===== src/ssr_pkg.sv =====
// Purpose: Shared constants for the status reporting block.
// Assumes: Byte-wide status registers, one clock domain.
// Notes:   Bit positions are given as indices into each byte.

package ssr_pkg;

	// -------------------------------------------------------------------
	// Widths and reset values
	// -------------------------------------------------------------------
	localparam int unsigned SSR_BYTE_W      = 8;
	localparam logic [7:0]  SSR_BYTE_RST    = 8'h00;

	// -------------------------------------------------------------------
	// Status summary byte fields
	// -------------------------------------------------------------------
	localparam int unsigned SB_ERR_QUEUE    = 2;
	localparam int unsigned SB_QUES_SUM     = 3;
	localparam int unsigned SB_MSG_AVAIL    = 4;
	localparam int unsigned SB_EVENT_SUM    = 5;
	localparam int unsigned SB_MASTER_SUM   = 6;
	localparam logic [7:0]  SB_SUMMARY_MASK = 8'h3C;

	// -------------------------------------------------------------------
	// Standard event flag fields
	// -------------------------------------------------------------------
	localparam int unsigned EV_OP_DONE      = 0;
	localparam int unsigned EV_QUERY_ERR    = 2;
	localparam int unsigned EV_DEVICE_ERR   = 3;
	localparam int unsigned EV_EXEC_ERR     = 4;
	localparam int unsigned EV_SYNTAX_ERR   = 5;
	localparam int unsigned EV_POWER_ON     = 7;
	localparam logic [7:0]  EV_USED_MASK    = 8'hBD;

	// -------------------------------------------------------------------
	// Operation-complete tracking
	// -------------------------------------------------------------------
	typedef enum logic [1:0] {
		OPC_IDLE = 2'b01,
		OPC_WAIT = 2'b10
	} ssr_opc_state_type;

endpackage


===== src/ssr_status_reporting.sv =====
// Purpose: Status byte and standard event reporting with service request.
// Assumes: Commands and queries arrive as one-cycle strobes on clk_i.
// Notes:   Answers to queries appear one cycle after the strobe.

`timescale 1ns/10ps

module ssr_status_reporting
	import ssr_pkg::*;
(
	input  wire logic       clk_i,
	input  wire logic       rst_b_i,
	input  wire logic       cmd_cls_i,
	input  wire logic       cmd_opc_i,
	input  wire logic       cmd_ese_wr_i,
	input  wire logic       cmd_sre_wr_i,
	input  wire logic [7:0] cmd_data_i,
	input  wire logic       qry_esr_i,
	input  wire logic       qry_ese_i,
	input  wire logic       qry_sre_i,
	input  wire logic       qry_stb_i,
	input  wire logic       ops_busy_i,
	input  wire logic       evt_exec_err_i,
	input  wire logic       evt_syntax_err_i,
	input  wire logic       evt_errq_empty_read_i,
	input  wire logic       evt_unread_response_i,
	input  wire logic       evt_buffers_full_i,
	input  wire logic       evt_self_test_fail_i,
	input  wire logic       evt_calib_fail_i,
	input  wire logic       evt_device_err_i,
	input  wire logic       err_queue_nonempty_i,
	input  wire logic       ques_summary_i,
	input  wire logic       out_buf_nonempty_i,
	input  wire logic       lock_key_locked_i,
	output logic            rsp_valid_o,
	output logic      [7:0] rsp_data_o,
	output logic      [7:0] status_byte_o,
	output logic      [7:0] event_flags_o,
	output logic            srq_o,
	output logic            lock_key_request_o,
	output logic            clear_status_o
);

	// -------------------------------------------------------------------
	// Helper functions
	// -------------------------------------------------------------------

	// Builds the status byte from its summary sources and the request mask.
	function automatic logic [7:0] build_status(
		input logic       errq,
		input logic       ques,
		input logic       mav,
		input logic       esb,
		input logic [7:0] mask
	);
		logic [7:0] b;
		b                = SSR_BYTE_RST;
		b[SB_ERR_QUEUE]  = errq;
		b[SB_QUES_SUM]   = ques;
		b[SB_MSG_AVAIL]  = mav;
		b[SB_EVENT_SUM]  = esb;
		b[SB_MASTER_SUM] = |(b & mask & SB_SUMMARY_MASK);
		return b;
	endfunction

	// True when any flag in a byte is set under its enable mask.
	function automatic logic any_enabled(
		input logic [7:0] flags,
		input logic [7:0] mask
	);
		return |(flags & mask);
	endfunction

	// -------------------------------------------------------------------
	// Registers and next values
	// -------------------------------------------------------------------
	logic [7:0]        esr_ff;
	logic [7:0]        nxt_esr;
	logic [7:0]        ese_ff;
	logic [7:0]        sre_ff;
	logic [7:0]        stb_ff;
	logic [7:0]        nxt_stb;
	logic              srq_ff;
	logic              rsp_valid_ff;
	logic [7:0]        rsp_data_ff;
	logic              por_pend_ff;
	logic              lock_prev_ff;
	logic              lock_seen_ff;
	logic              lock_req_ff;
	logic              cls_ff;
	ssr_opc_state_type opc_state_ff;
	logic [7:0]        raw_evt;
	logic [7:0]        set_vec;
	logic              opc_fire;
	logic              flag_clear;
	logic              lock_toggle;

	assign flag_clear  = cmd_cls_i | qry_esr_i;
	assign opc_fire    = (opc_state_ff == OPC_WAIT) && !ops_busy_i;
	assign lock_toggle = lock_seen_ff && (lock_key_locked_i != lock_prev_ff);

	// -------------------------------------------------------------------
	// Standard event flags
	// -------------------------------------------------------------------
	always_comb begin
		raw_evt                = SSR_BYTE_RST;
		raw_evt[EV_OP_DONE]    = opc_fire;
		raw_evt[EV_QUERY_ERR]  = evt_errq_empty_read_i | evt_unread_response_i
			| evt_buffers_full_i;
		raw_evt[EV_DEVICE_ERR] = evt_self_test_fail_i | evt_calib_fail_i
			| evt_device_err_i;
		raw_evt[EV_EXEC_ERR]   = evt_exec_err_i;
		raw_evt[EV_SYNTAX_ERR] = evt_syntax_err_i;
		raw_evt[EV_POWER_ON]   = por_pend_ff;
		set_vec                = raw_evt & ese_ff & EV_USED_MASK;
		// Only clear-status and the flag query clear; the reset command has no path here.
		nxt_esr = (flag_clear ? SSR_BYTE_RST : esr_ff) | set_vec;
	end

	always_ff @(posedge clk_i) begin
		if (!rst_b_i) begin
			esr_ff <= SSR_BYTE_RST;
		end else begin
			esr_ff <= nxt_esr;
		end
	end

	// The power-on event waits until its enable bit lets it latch.
	always_ff @(posedge clk_i) begin
		if (!rst_b_i) begin
			por_pend_ff <= 1'b1;
		end else if (ese_ff[EV_POWER_ON]) begin
			por_pend_ff <= 1'b0;
		end
	end

	// -------------------------------------------------------------------
	// Operation-complete tracking
	// -------------------------------------------------------------------
	always_ff @(posedge clk_i) begin
		if (!rst_b_i) begin
			opc_state_ff <= OPC_IDLE;
		end else begin
			unique case (opc_state_ff)
				OPC_IDLE: begin
					if (cmd_opc_i) begin
						opc_state_ff <= OPC_WAIT;
					end
				end
				OPC_WAIT: begin
					if (!ops_busy_i && !cmd_opc_i) begin
						opc_state_ff <= OPC_IDLE;
					end
				end
				default: begin
					opc_state_ff <= OPC_IDLE;
				end
			endcase
		end
	end

	// -------------------------------------------------------------------
	// Enable masks
	// -------------------------------------------------------------------
	always_ff @(posedge clk_i) begin
		if (!rst_b_i) begin
			ese_ff <= SSR_BYTE_RST;
		end else if (cmd_ese_wr_i) begin
			ese_ff <= cmd_data_i;
		end
	end

	always_ff @(posedge clk_i) begin
		if (!rst_b_i) begin
			sre_ff <= SSR_BYTE_RST;
		end else if (cmd_sre_wr_i) begin
			sre_ff <= cmd_data_i;
		end
	end

	// -------------------------------------------------------------------
	// Status byte and service request
	// -------------------------------------------------------------------
	always_comb begin
		nxt_stb = build_status(
			err_queue_nonempty_i & !cmd_cls_i,
			ques_summary_i & !cmd_cls_i,
			out_buf_nonempty_i,
			any_enabled(nxt_esr, ese_ff),
			sre_ff);
	end

	always_ff @(posedge clk_i) begin
		if (!rst_b_i) begin
			stb_ff <= SSR_BYTE_RST;
			srq_ff <= 1'b0;
		end else begin
			stb_ff <= nxt_stb;
			srq_ff <= any_enabled(nxt_stb, sre_ff & SB_SUMMARY_MASK);
		end
	end

	// -------------------------------------------------------------------
	// Lock key request
	// -------------------------------------------------------------------
	always_ff @(posedge clk_i) begin
		if (!rst_b_i) begin
			lock_prev_ff <= 1'b0;
			lock_seen_ff <= 1'b0;
		end else begin
			lock_prev_ff <= lock_key_locked_i;
			lock_seen_ff <= 1'b1;
		end
	end

	always_ff @(posedge clk_i) begin
		if (!rst_b_i) begin
			lock_req_ff <= 1'b0;
		end else begin
			lock_req_ff <= (lock_req_ff & !flag_clear) | lock_toggle;
		end
	end

	// -------------------------------------------------------------------
	// Query answers
	// -------------------------------------------------------------------
	always_ff @(posedge clk_i) begin
		if (!rst_b_i) begin
			rsp_valid_ff <= 1'b0;
			rsp_data_ff  <= SSR_BYTE_RST;
		end else begin
			rsp_valid_ff <= qry_esr_i | qry_stb_i | qry_ese_i | qry_sre_i;
			if (qry_esr_i) begin
				rsp_data_ff <= esr_ff;
			end else if (qry_stb_i) begin
				rsp_data_ff <= stb_ff;
			end else if (qry_ese_i) begin
				rsp_data_ff <= ese_ff;
			end else if (qry_sre_i) begin
				rsp_data_ff <= sre_ff;
			end
		end
	end

	always_ff @(posedge clk_i) begin
		if (!rst_b_i) begin
			cls_ff <= 1'b0;
		end else begin
			cls_ff <= cmd_cls_i;
		end
	end

	assign rsp_valid_o        = rsp_valid_ff;
	assign rsp_data_o         = rsp_data_ff;
	assign status_byte_o      = stb_ff;
	assign event_flags_o      = esr_ff;
	assign srq_o              = srq_ff;
	assign lock_key_request_o = lock_req_ff;
	assign clear_status_o     = cls_ff;
endmodule


===== config.mk =====
export PLATFORM = sky130hd
export DESIGN_NAME = ssr_status_reporting
export DESIGN_NICKNAME = d
export VERILOG_FILES = /design/src/ssr_pkg.sv /design/src/ssr_status_reporting.sv
export SDC_FILE = /design/constraint.sdc
export NUM_CORES = 1
export LEC_CHECK = 0
export BUFFER_PORTS_ARGS = -buffer_cell sky130_fd_sc_hd__buf_2
export CAP_MARGIN = 20
export CORE_MARGIN = 3
export CORE_UTILIZATION = 28
export CTS_BUF_LIST = sky130_fd_sc_hd__clkbuf_8
export DETAILED_ROUTE_END_ITERATION = 16
export HOLD_SLACK_MARGIN = 0.1
export REMOVE_ABC_BUFFERS = 1
export SLEW_MARGIN = 20
export SYNTH_ARGS = -nofsm -noshare
export SYNTH_HDL_FRONTEND = slang
export SYNTH_SLANG_ARGS = --single-unit

===== constraint.sdc =====
create_clock -name clk_i -period 1.4 [get_ports clk_i]
set_input_delay 0 -clock clk_i [delete_from_list [all_inputs] [get_ports clk_i]]
set_output_delay 0 -clock clk_i [all_outputs]
set_load 0.02 [all_outputs]

## After elaboration in Yosys (flattened, before gate mapping)

Cells that the tools add are included.

| cells by class | value |
|---|---|
| reduce and logical (&&, ||, !) cells | 12 |
| equality and inequality tests | 5 |
| mux-type cells | 9 |
| bitwise gates (word level) | 17 |

Operators with widths:

| kind | number |
|---|---|
| $mux W8 | 5 |
| $and A8 B8 Y8 | 2 |
| $reduce_or A8 Y1 | 2 |
| $or A1 B1 Y1 | 9 |
| $or A8 B8 Y8 | 1 |
| $and A7 B6 Y7 | 1 |
| $and A6 B6 Y6 | 1 |
| $logic_not A1 Y1 | 4 |
| $mux W2 | 2 |
| $pmux W2 S2 | 1 |
| $reduce_bool A4 Y1 | 1 |
| $reduce_or A4 Y1 | 1 |
| $and A1 B1 Y1 | 3 |
| $logic_and A1 B1 Y1 | 3 |
| $eq A2 B1 Y1 const B | 1 |
| $eq A2 B2 Y1 const B | 1 |
| $ne A2 B1 Y1 const B | 1 |
| $ne A2 B2 Y1 const B | 1 |
| $reduce_and A2 Y1 | 1 |
| $mux W1 | 1 |
| $ne A1 B1 Y1 | 1 |

| storage, ports and cells | value |
|---|---|
| input port bits | 31 |
| word-level logic and storage cells | 57 |
| register bits after elaboration | 49 |
| output and inout bits | 28 |

## Logic depth before layout (Yosys ltp)

Gate-level depths: netlist (run 1).

| depth | value |
|---|---|
| word-level depth | 10 |
| depth in mapped cells | 6 |
| gate-level depth less buffers | 4 |

## Least setup slack after synthesis (run 1)

OpenSTA, ideal clock, no wires.

| timing | value |
|---|---|
| path type | flip-flop to flip-flop |
| start | reg esr_ff[3] (netlist: event_flags_o[3]) |
| end | reg stb_ff[5] (netlist: status_byte_o[5]) |
| clock period less this slack | 1456 ps |
| cell stages (with the launch flop) | 5 |
| required time | 1323 ps |
| library setup time | 77 ps |
| slack | -56 ps |
| path buffers | 0 |
| data arrival time | 1379 ps |
| cell sequence | dfxtp_1 > or3b_2 > a21boi_0 > a2111oi_2 > a41oi_2 |

| between the ends | value |
|---|---|
| cells in the longest elaborated chain, start to end | 4 |

Ends and longest elaborated chain:

| what | line | source |
|---|---|---|
| start: declaration | ssr_status_reporting.sv:76 | `logic [7:0] esr_ff;` |
| start signal: assignment | ssr_status_reporting.sv:123 | `esr_ff <= nxt_esr;` |
| $mux W8 | ssr_status_reporting.sv:116 | `nxt_esr = (flag_clear ? SSR_BYTE_RST : esr_ff) \| set_vec;` |
| $or A8 B8 Y8 | ssr_status_reporting.sv:116 |  |
| $and A8 B8 Y8 | ssr_status_reporting.sv:70 | `return \|(flags & mask);` |
| $reduce_or A8 Y1 | ssr_status_reporting.sv:70 |  |
| end signal: assignment | ssr_status_reporting.sv:197 | `stb_ff <= nxt_stb;` |
| end: declaration | ssr_status_reporting.sv:80 | `logic [7:0] stb_ff;` |

No other way between the ends.
A chain may end at the register's enable or synchronous reset.

## Worst setup path after layout (run 1)

Ends and elaborated chain as after synthesis.

==> out/metrics.cfg, run 1 <==
[sta]
fin_crit_ns=1.32
timing.hold.ws_ns=0.103
fmax_ghz=0.760
finalMaxSlewViolations=0
setup_viol=0
hold_viol=0
setup_ws_ns=0.0840
rsz0062_at_grt=false
setup_tns_ns=0
skew_ns=0.00307
finalCritPeriodShare_pct=94.0

[floorplanning]
core_sq_um=6460
io_pins=59
die_area_sq_um=7770
die_y_um=88.1
initial_core_util_pct=29.3
num_rows=29
die-width_um=88.1

[layout]
antenna_cells=0
fillers=670
area_growth_pct=39.2
regArea_sq_um=901
nNetsFinal=311
final_area_sq_um=2630
post-route-util_pct=40.7
multi_input_area_sq_um=898
drive_gt1_share_pct=32.4

[worst_setup_path]
reg2reg_depth=4
r2r-end=status_byte_o[5]$_SDFF_PN0_
critPathRequiredTime_ns=1.62
r2r-start=event_flags_o[3]$_SDFF_PN0_
crit_path_end_kind=flop
crit_fanout=2
critical_path_class=flop to flop
startpoint_type=flop
crit_end=status_byte_o[5]$_SDFF_PN0_
r2r_slack_ns=0.08
cp.arrival_ns=1.54
crit_path_start=event_flags_o[3]$_SDFF_PN0_

[pwr]
pwr_density_cell_nw_per_um2=1070
p_leak_nw=1.22
peakVddDrop_uv=408

[place]
dp_slack_ns=-0.0197
placed_area_sq_um=2290
dp_hpwl_mm=3.56
port_buffers=55
gp_congestion=0.829

[logic_synthesis]
netlist_area_sq_um=1890
synth_cell_types=32
synth_area_per_cell_sq_um=9.64
ys_warn_count=0
synth-edff-count=0
synth_seq_area_share_pct=47.7
synth_top_area_share_pct=47.7
synth_top_area_cell=dfxtp_1
synthTopCellsByArea=dfxtp_1 48%, mux2i_1 15%, nor2_1 4.6%
ys.flop_type=dfxtp_1
ys_async_sr_fraction_pct=0
ys_seq_elements=45
syn_inst=196

[clocking]
cts_buffers=5
clkTransAtPathRegs_ns=0.08
ctsLongestPathBuffers=2
cts_sinks=45
htreeDepth=2
clk_latency_ns=0.29
cts_tree=yes
ctsRootBufferMaster=clkbuf_8
post-cts-setup-buffers=0

[detailed_routing]
routedWlPerCell_um=13.0
drtPass1Iterations=4
antenna_left=0
drc=0
wl_mm=4.66
vias_per_cell=4.50
drtIter0Drc=56
dr_total_vias=1610

[grt]
grt_max_degree=25
grt_pass1_wl_mm=7.62
grt_pass1_vias=1521
grt_antenna_before_repair=0
track_usage_pct=13.0
grt-ovfl-total=0

[run_status]
outcome=finished clean

[min_path]
holdCritStartpoint=rst_b_i
hold_path_class=input port to flop

[run]
maxCapViolCount=0

-- how the worst min path moves through the flow --
| stage | end | slack, ns | cells past startpoint |
|---|---|---|---|
| 2_1_floorplan | lock_seen_ff$_DFF_P_ | 0.03 | 0 |
| 4_1_cts | por_pend_ff$_SDFFE_PN1P_ | 0.10 | 3 |
| 3_3_place_gp | status_byte_o[4]$_SDFF_PN0_ | 0.22 | 2 |
| 6_report | por_pend_ff$_SDFFE_PN1P_ | 0.10 | 3 |
| 5_1_grt | opc_state_ff[1]$_SDFFE_PN0P_ | 0.13 | 4 |
| 3_5_place_dp | status_byte_o[4]$_SDFF_PN0_ | 0.23 | 2 |
-- power by group --
part	leakage, nW	total (mW)	internal [mW]	switching, mW
Sequential	0.370	1.39	1.35	0.0403
Clock	0.0574	1.02	0.580	0.444
Combinational	0.793	0.417	0.204	0.213
-- flip-flops by register name, summed over array words and instances, names as in the netlist --
signal and cells:
clear_status_o 1, opc_state_ff 2, lock_key_request_o 1, rsp_data_o 8, por_pend_ff 1, sre_ff 8
ese_ff 8, event_flags_o 8, lock_prev_ff 1, rsp_valid_o 1, lock_seen_ff 1, status_byte_o 5
-- worst max-delay path, stage by stage (launching register included) --
cell,delay [ns]
dfxtp_1,0.33
or3b_2,0.47
a21boi_2,0.17
a2111oi_2,0.07
a41oi_2,0.20
-- logic make-up (layout without fill, tap and decap cells) --
kind of cell | Yosys count | count (layout) | share of synthesized area, %
xor gates and xnor gates | 1 | 1 | 0.464
other | 1 | 3 | 0.198
DFF | 45 | 45 | 47.7
and+or+nand+nor | 59 | 59 | 15.4
AOI/OAI and AO/OA | 43 | 43 | 15.4
muxes | 29 | 29 | 15.4
buffers and inverters | 18 | 101 | 5.56
-- through the flow --
step | instances | power [mW]
floorplan | 183 | 1.60
global placement | 329 | 1.79
detailed placement | 329 | 1.79
CTS | 358 | 2.86
global route | 358 | 2.98
finish | 358 | 2.83
-- metal layers --
metal / vias to the layer above / wire (um) / global-route usage [%]
met3: 8 / 208 / 3.39
met2: 40 / 2150 / 19.9
li1: 838 / - / -
met4: 0 / 109 / 5.49
met1: 724 / 2200 / 17.3
met5: - / 0 / 0
-- final cells by class --
cell class,instances,share of cell area (%)
clock inverter,2,1.43
multi-input combinational,135,34.2
tap,77,3.66
clock buffer,6,3.14
timing repair buffer,90,22.9
sequential,45,34.3
inverter,3,0.428
-- placed cells by master (no fill, tap or decap), types with 2 or more instances in the layout --
master and n:
and3_1 2, o21ai_2 4, nand2b_1 3, o21ai_0 13, a22oi_1 5, and2_1 4, or3b_2 2, nor3_1 2
nor2_1 23, dfxtp_1 45, conb_1 3, clkbuf_8 6, dlygate4sd3_1 21, nor3b_1 3, nand2_1 15, a21boi_2 2
inv_1 3, o311ai_1 3, mux2i_1 29, a21oi_1 10, buf_2 55, buf_4 13
-- what timing repair did --
| item | 4_1_cts | 5_1_grt |
|---|---|---|
| setup endpoints to repair | 1 | 1 |
| endpoints found under the hold margin | 30 | 0 |
| hold buffers | 21 | 0 |
| gates resized for setup | 1 | 3 |
-- synthesized netlist by cell type (4+ instances only) --
cell type	number
o21ai_2	4
dfxtp_1	45
and2_1	4
nand2_1	15
a21oi_1	10
clkbuf_1	8
o21ai_0	13
mux2i_1	29
nor2_1	23
buf_4	4
a22oi_1	5
Power figures use the tool's default switching activity.
==> inputs of run 2 (changes only) <==
--- a/config.mk
+++ b/config.mk
@@ -13,6 +13,7 @@
 export DETAILED_ROUTE_END_ITERATION = 16
 export HOLD_SLACK_MARGIN = 0.1
 export REMOVE_ABC_BUFFERS = 1
+export SETUP_SLACK_MARGIN = 0.15
 export SLEW_MARGIN = 20
 export SYNTH_ARGS = -nofsm -noshare
 export SYNTH_HDL_FRONTEND = slang
==> run 2 against run 1 <==
Against the previous run: maximum frequency is 5.7% higher; sequential share of layout area is 0.19 points lower; critical path depth stayed put; routed wire length is 1.2% higher; setup slack better by 0.071 ns.
==> out/metrics.cfg, run 2 (same netlist as run 1, synthesis figures left out) <==
[min_path]
holdPathStages=3
hold_path_class=input port to flop

[layout]
final_area_sq_um=2650
area_growth_pct=40.0
drive_gt1_share_pct=32.5
nNetsFinal=310
fillers=665
final_cells=357
antenna_cells=0
multi_input_area_sq_um=923
layout_commonest_cell=buf_2
regArea_sq_um=901
final_cell_mix=55 x buf_2, 45 x dfxtp_1, 29 x mux2i_1

[detailed_routing]
antenna_left=0
drtIter0Drc=34
drtPass1Iterations=4
vias_per_cell=4.54
routedWlPerCell_um=13.2
wl_mm=4.72
drc=0
dr_total_vias=1620

[sta]
rsz0062_at_grt=true
finalMaxSlewViolations=0
timing.hold.ws_ns=0.105
skew_ns=0.00282
fin_crit_ns=1.24
fmax_ghz=0.803
setup_viol=0
hold_viol=0
finalCritPeriodShare_pct=88.9

[floorplanning]
io_pins=59
die_area_sq_um=7770
core_sq_um=6460
num_rows=29
die-width_um=88.1
die_y_um=88.1
initial_core_util_pct=29.3

[clocking]
ctsLongestPathBuffers=2
clkTransAtPathRegs_ns=0.09
htreeDepth=2
post-cts-setup-buffers=0
ctsRootBufferMaster=clkbuf_8
cts_buffers=5
clk_latency_ns=0.29
cts_tree=yes
cts_sinks=45

[worst_setup_path]
startpoint_type=flop
slowest_delay_ns=0.38
cp_cell_sequence=or3b_4 > a21boi_2 > a2111oi_4 > a41oi_2
crit_path_end_kind=flop
critical_path_class=flop to flop
crit_path_top_delay_cell=or3b_4
critPathRequiredTime_ns=1.62
cp.arrival_ns=1.47
reg2reg_depth=4
crit_cells=4
critPathBufInv=0
crit_family=compound AO/OA/AOI/OAI gates
crit_fanout=2

[pwr]
pwr_density_cell_nw_per_um2=1070
peakVddDrop_uv=408
finalPower_mw=2.84
p_leak_nw=1.22

[place]
placed_cells=329
placed_area_sq_um=2290
dp_hpwl_mm=3.56
gp_congestion=0.829
port_buffers=55

[grt]
grt_max_degree=25
track_usage_pct=13.0
grt_pass1_vias=1534
grt-ovfl-total=0
grt_pass1_wl_mm=7.65
grt_antenna_before_repair=0

[run_status]
outcome=finished clean

[run]
maxCapViolCount=0

-- run 2: changes by cell type in the layout (fill, tap and decap cells not counted) --
cell / change
a2111oi_2: -1
a21boi_2: -1
or3b_2: -2
a21boi_1: +1
a21boi_4: +1
a21boi_0: -1
or3b_4: +2
dlygate4sd3_1: -1
a2111oi_4: +1
-- run 2: worst min-delay path, stage by stage --
cell	delay (ns)
buf_2	0.10
buf_4	0.18
o21ai_0	0.08
-- run 2: path summary, 6_finish.rpt --
kind / from / to / slack [ns]
setup reg to reg: event_flags_o[2]$_SDFF_PN0_ / status_byte_o[5]$_SDFF_PN0_ / 0.16
setup / recovery: event_flags_o[2]$_SDFF_PN0_ / status_byte_o[5]$_SDFF_PN0_ / 0.16
hold reg to reg: por_pend_ff$_SDFFE_PN1P_ / por_pend_ff$_SDFFE_PN1P_ / 0.46
hold / removal: rst_b_i / por_pend_ff$_SDFFE_PN1P_ / 0.10
-- run 2: layer usage --
layer  GRT usage (%)  part of all wire, %  vias to the layer above
met3            3.39                  4.6                        9
li1                -                    -                      838
met1            17.0                   47                      730
met2            20.5                   46                       43
met4            5.49                  2.4                        0
met5               0                    0                        -
-- run 2: layout make-up --
cell class | instances | area share [%]
clock buffers | 6 | 3.12
multi-input cells | 135 | 34.9
clock inverters | 2 | 1.42
flip-flops and latches | 45 | 34.1
inverters | 3 | 0.426
repair buffers | 89 | 22.4
well taps | 77 | 3.64
-- run 2: power breakdown --
part	total, mW	internal [mW]	switching (mW)
sequential	1.39	1.35	0.0410
clock	1.03	0.581	0.448
combinational	0.425	0.209	0.216
total	2.84	2.13	0.705
-- run 2: stage by stage --
| step | TNS [ns] | utilization [%] | setup WS (ns) |
|---|---|---|---|
| floorplan | -0.0594 | - | -0.0594 |
| global placement | 0 | 35.5 | 0.0270 |
| detailed placement | -0.0197 | 35.5 | -0.0197 |
| CTS | 0 | 41.0 | 0.166 |
| global route | 0 | 41.0 | 0.0956 |
| finish | 0 | 41.0 | 0.155 |
-- run 2: repair_timing --
item,4_1_cts,5_1_grt
pin swaps,2,0
hold buffers,20,0
endpoints found under the hold margin,30,0
gates resized for setup,8,1
endpoints found under the setup margin,2,2
==> inputs of run 3 (changes only) <==
--- a/config.mk
+++ b/config.mk
@@ -6,7 +6,7 @@
 export NUM_CORES = 1
 export LEC_CHECK = 0
 export BUFFER_PORTS_ARGS = -buffer_cell sky130_fd_sc_hd__buf_2
-export CAP_MARGIN = 20
+export CAP_MARGIN = 0
 export CORE_MARGIN = 3
 export CORE_UTILIZATION = 28
 export CTS_BUF_LIST = sky130_fd_sc_hd__clkbuf_8
==> constraint.sdc (replaced) <==
create_clock -name clk_i -period 1.36 [get_ports clk_i]
set_input_delay 0 -clock clk_i [delete_from_list [all_inputs] [get_ports clk_i]]
set_output_delay 0 -clock clk_i [all_outputs]
set_load 0.02 [all_outputs]
==> run 3 against run 2 <==
Against the previous run: routed wire length rose by 4.9%; critical endpoint unchanged; sequential power increased by 3%; largest cell class unchanged; highest routed layer unchanged; count of clock-buffer cells in the layout stayed put.
==> out/metrics.cfg, run 3 (same netlist as run 1, synthesis figures left out) <==
[pwr]
peakVddDrop_uv=404
pwr_density_cell_nw_per_um2=1100
p_int_mw=2.20
p_switching_mw=0.733
sw_frac_of_total_pct=25.0
combPwrFrac_pct=15.2
seq_power_share_pct=48.7
p_leak_nw=1.24
finalPower_mw=2.93
clkPwrFrac_pct=36.1

[worst_setup_path]
crit_path_start=event_flags_o[2]$_SDFF_PN0_
r2r-start=event_flags_o[2]$_SDFF_PN0_
crit_end=status_byte_o[5]$_SDFF_PN0_
critical_path_class=flop to flop
reg2reg_depth=4
startpoint_type=flop
crit_fanout=2
critPathRequiredTime_ns=1.54
crit_path_end_kind=flop
r2r_slack_ns=0.12
r2r-end=status_byte_o[5]$_SDFF_PN0_
cp.arrival_ns=1.42

[grt]
grt_pass1_wl_mm=7.87
grt_max_degree=18
grt_pass1_vias=1635
track_usage_pct=13.1
grt_antenna_before_repair=0
grt-ovfl-total=0

[detailed_routing]
wl_mm=4.95
drtIter0Drc=44
antenna_left=0
drc=0
drt-met1-wl_mm=2.32
wl_met2_mm=2.37
top_layer=met4
dr_total_vias=1624
routedWlPerCell_um=13.7
drtPass1Iterations=4
vias_per_cell=4.51
wl_met3_um=215

[floorplanning]
io_pins=59
initial_core_util_pct=29.3
core_sq_um=6460
num_rows=29
die-width_um=88.1
die_area_sq_um=7770
die_y_um=88.1

[sta]
hold_viol=0
fmax_ghz=0.806
skew_ns=0.00748
setup_tns_ns=0
finalMaxSlewViolations=0
setup_viol=0
timing.hold.ws_ns=0.112
finalCritPeriodShare_pct=91.3
fin_crit_ns=1.24
rsz0062_at_grt=true

[clocking]
cts_sinks=45
clk_latency_ns=0.30
ctsLongestPathBuffers=2
clkTransAtPathRegs_ns=0.09
cts_tree=yes
cts_buffers=5
post-cts-setup-buffers=0
ctsRootBufferMaster=clkbuf_8
htreeDepth=2

[place]
port_buffers=55
placed_cells=333
gp_congestion=0.812
dp_hpwl_mm=3.68

[min_path]
hold_path_class=input port to flop
holdPathStages=4

[layout]
layout_commonest_cell=buf_2
area_growth_pct=40.8
nNetsFinal=313
multi_input_area_sq_um=916
final_cell_mix=55 x buf_2, 43 x dfxtp_1, 29 x mux2i_1
antenna_cells=0
regArea_sq_um=903
final_cells=360
fillers=657
drive_gt1_share_pct=34.3

[run_status]
outcome=finished clean

[run]
maxCapViolCount=0

-- run 3: cell types whose count changed in the layout (fill, tap and decap cells not counted) --
| cell | before | now |
|---|---|---|
| a21boi_2 | 1 | 2 |
| a21boi_4 | 1 | 0 |
| buf_4 | 13 | 17 |
| dfxtp_1 | 45 | 43 |
| dfxtp_2 | 0 | 2 |
| dlygate4sd3_1 | 20 | 19 |
| o21ai_0 | 13 | 12 |
| o21ai_1 | 0 | 1 |
-- run 3: repair_timing --
action / 4_1_cts / 5_1_grt
endpoints found under the setup margin: 2 / 3
hold buffers: 19 / 0
endpoints found under the hold margin: 28 / 0
pin swaps: 2 / 1
gates resized for setup: 7 / 4
-- run 3: per-stage QoR --
stage / cell area [sq um] / setup WS, ns / utilization, %
after floorplan: 1800 / -0.0994 / -
after global placement: 2320 / -0.0186 / 36.0
after detailed placement: 2320 / -0.0492 / 36.0
after CTS: 2660 / 0.115 / 41.1
after global routing: 2660 / 0.0718 / 41.2
final: 2660 / 0.119 / 41.2
-- run 3: worst max-delay path, cell delays in order (launching register included) --
cell	delay, ns
dfxtp_2	0.32
or3b_4	0.23
a21boi_2	0.06
a2111oi_4	0.36
a41oi_2	0.15
-- run 3: power groups by stage --
stage               Combinational (mW)  Clock, mW  Sequential (mW)
floorplan                        0.159          0             1.49
global placement                 0.390          0             1.46
detailed placement               0.397          0             1.46
CTS                              0.449       1.08             1.43
global route                     0.489       1.12             1.44
finish                           0.445       1.06             1.43
-- run 3: area by class of cell --
cell class              count  area share [%]
clock inverters             2            1.41
well taps                  77            3.62
flip-flops and latches     45            34.0
clock buffers               6            3.10
repair buffers             92            23.0
inverters                   3           0.423
multi-input cells         135            34.4
-- run 3: how the worst min path moves through the flow --
| stage | from | end | slack [ns] |
|---|---|---|---|
| after floorplan | rst_b_i | lock_seen_ff$_DFF_P_ | 0.03 |
| after global placement | out_buf_nonempty_i | status_byte_o[4]$_SDFF_PN0_ | 0.22 |
| after detailed placement | lock_key_locked_i | lock_prev_ff$_SDFF_PN0_ | 0.23 |
| after CTS | cmd_opc_i | opc_state_ff[1]$_SDFFE_PN0P_ | 0.11 |
| after global routing | cmd_opc_i | opc_state_ff[1]$_SDFFE_PN0P_ | 0.13 |
| final | cmd_opc_i | opc_state_ff[1]$_SDFFE_PN0P_ | 0.11 |
-- run 3: layer usage --
layer  vias up  GRT usage, %
li1        844             -
met1       746          17.3
met2        30          21.1
met3         4          2.54
met4         0          5.36
met5         -             0
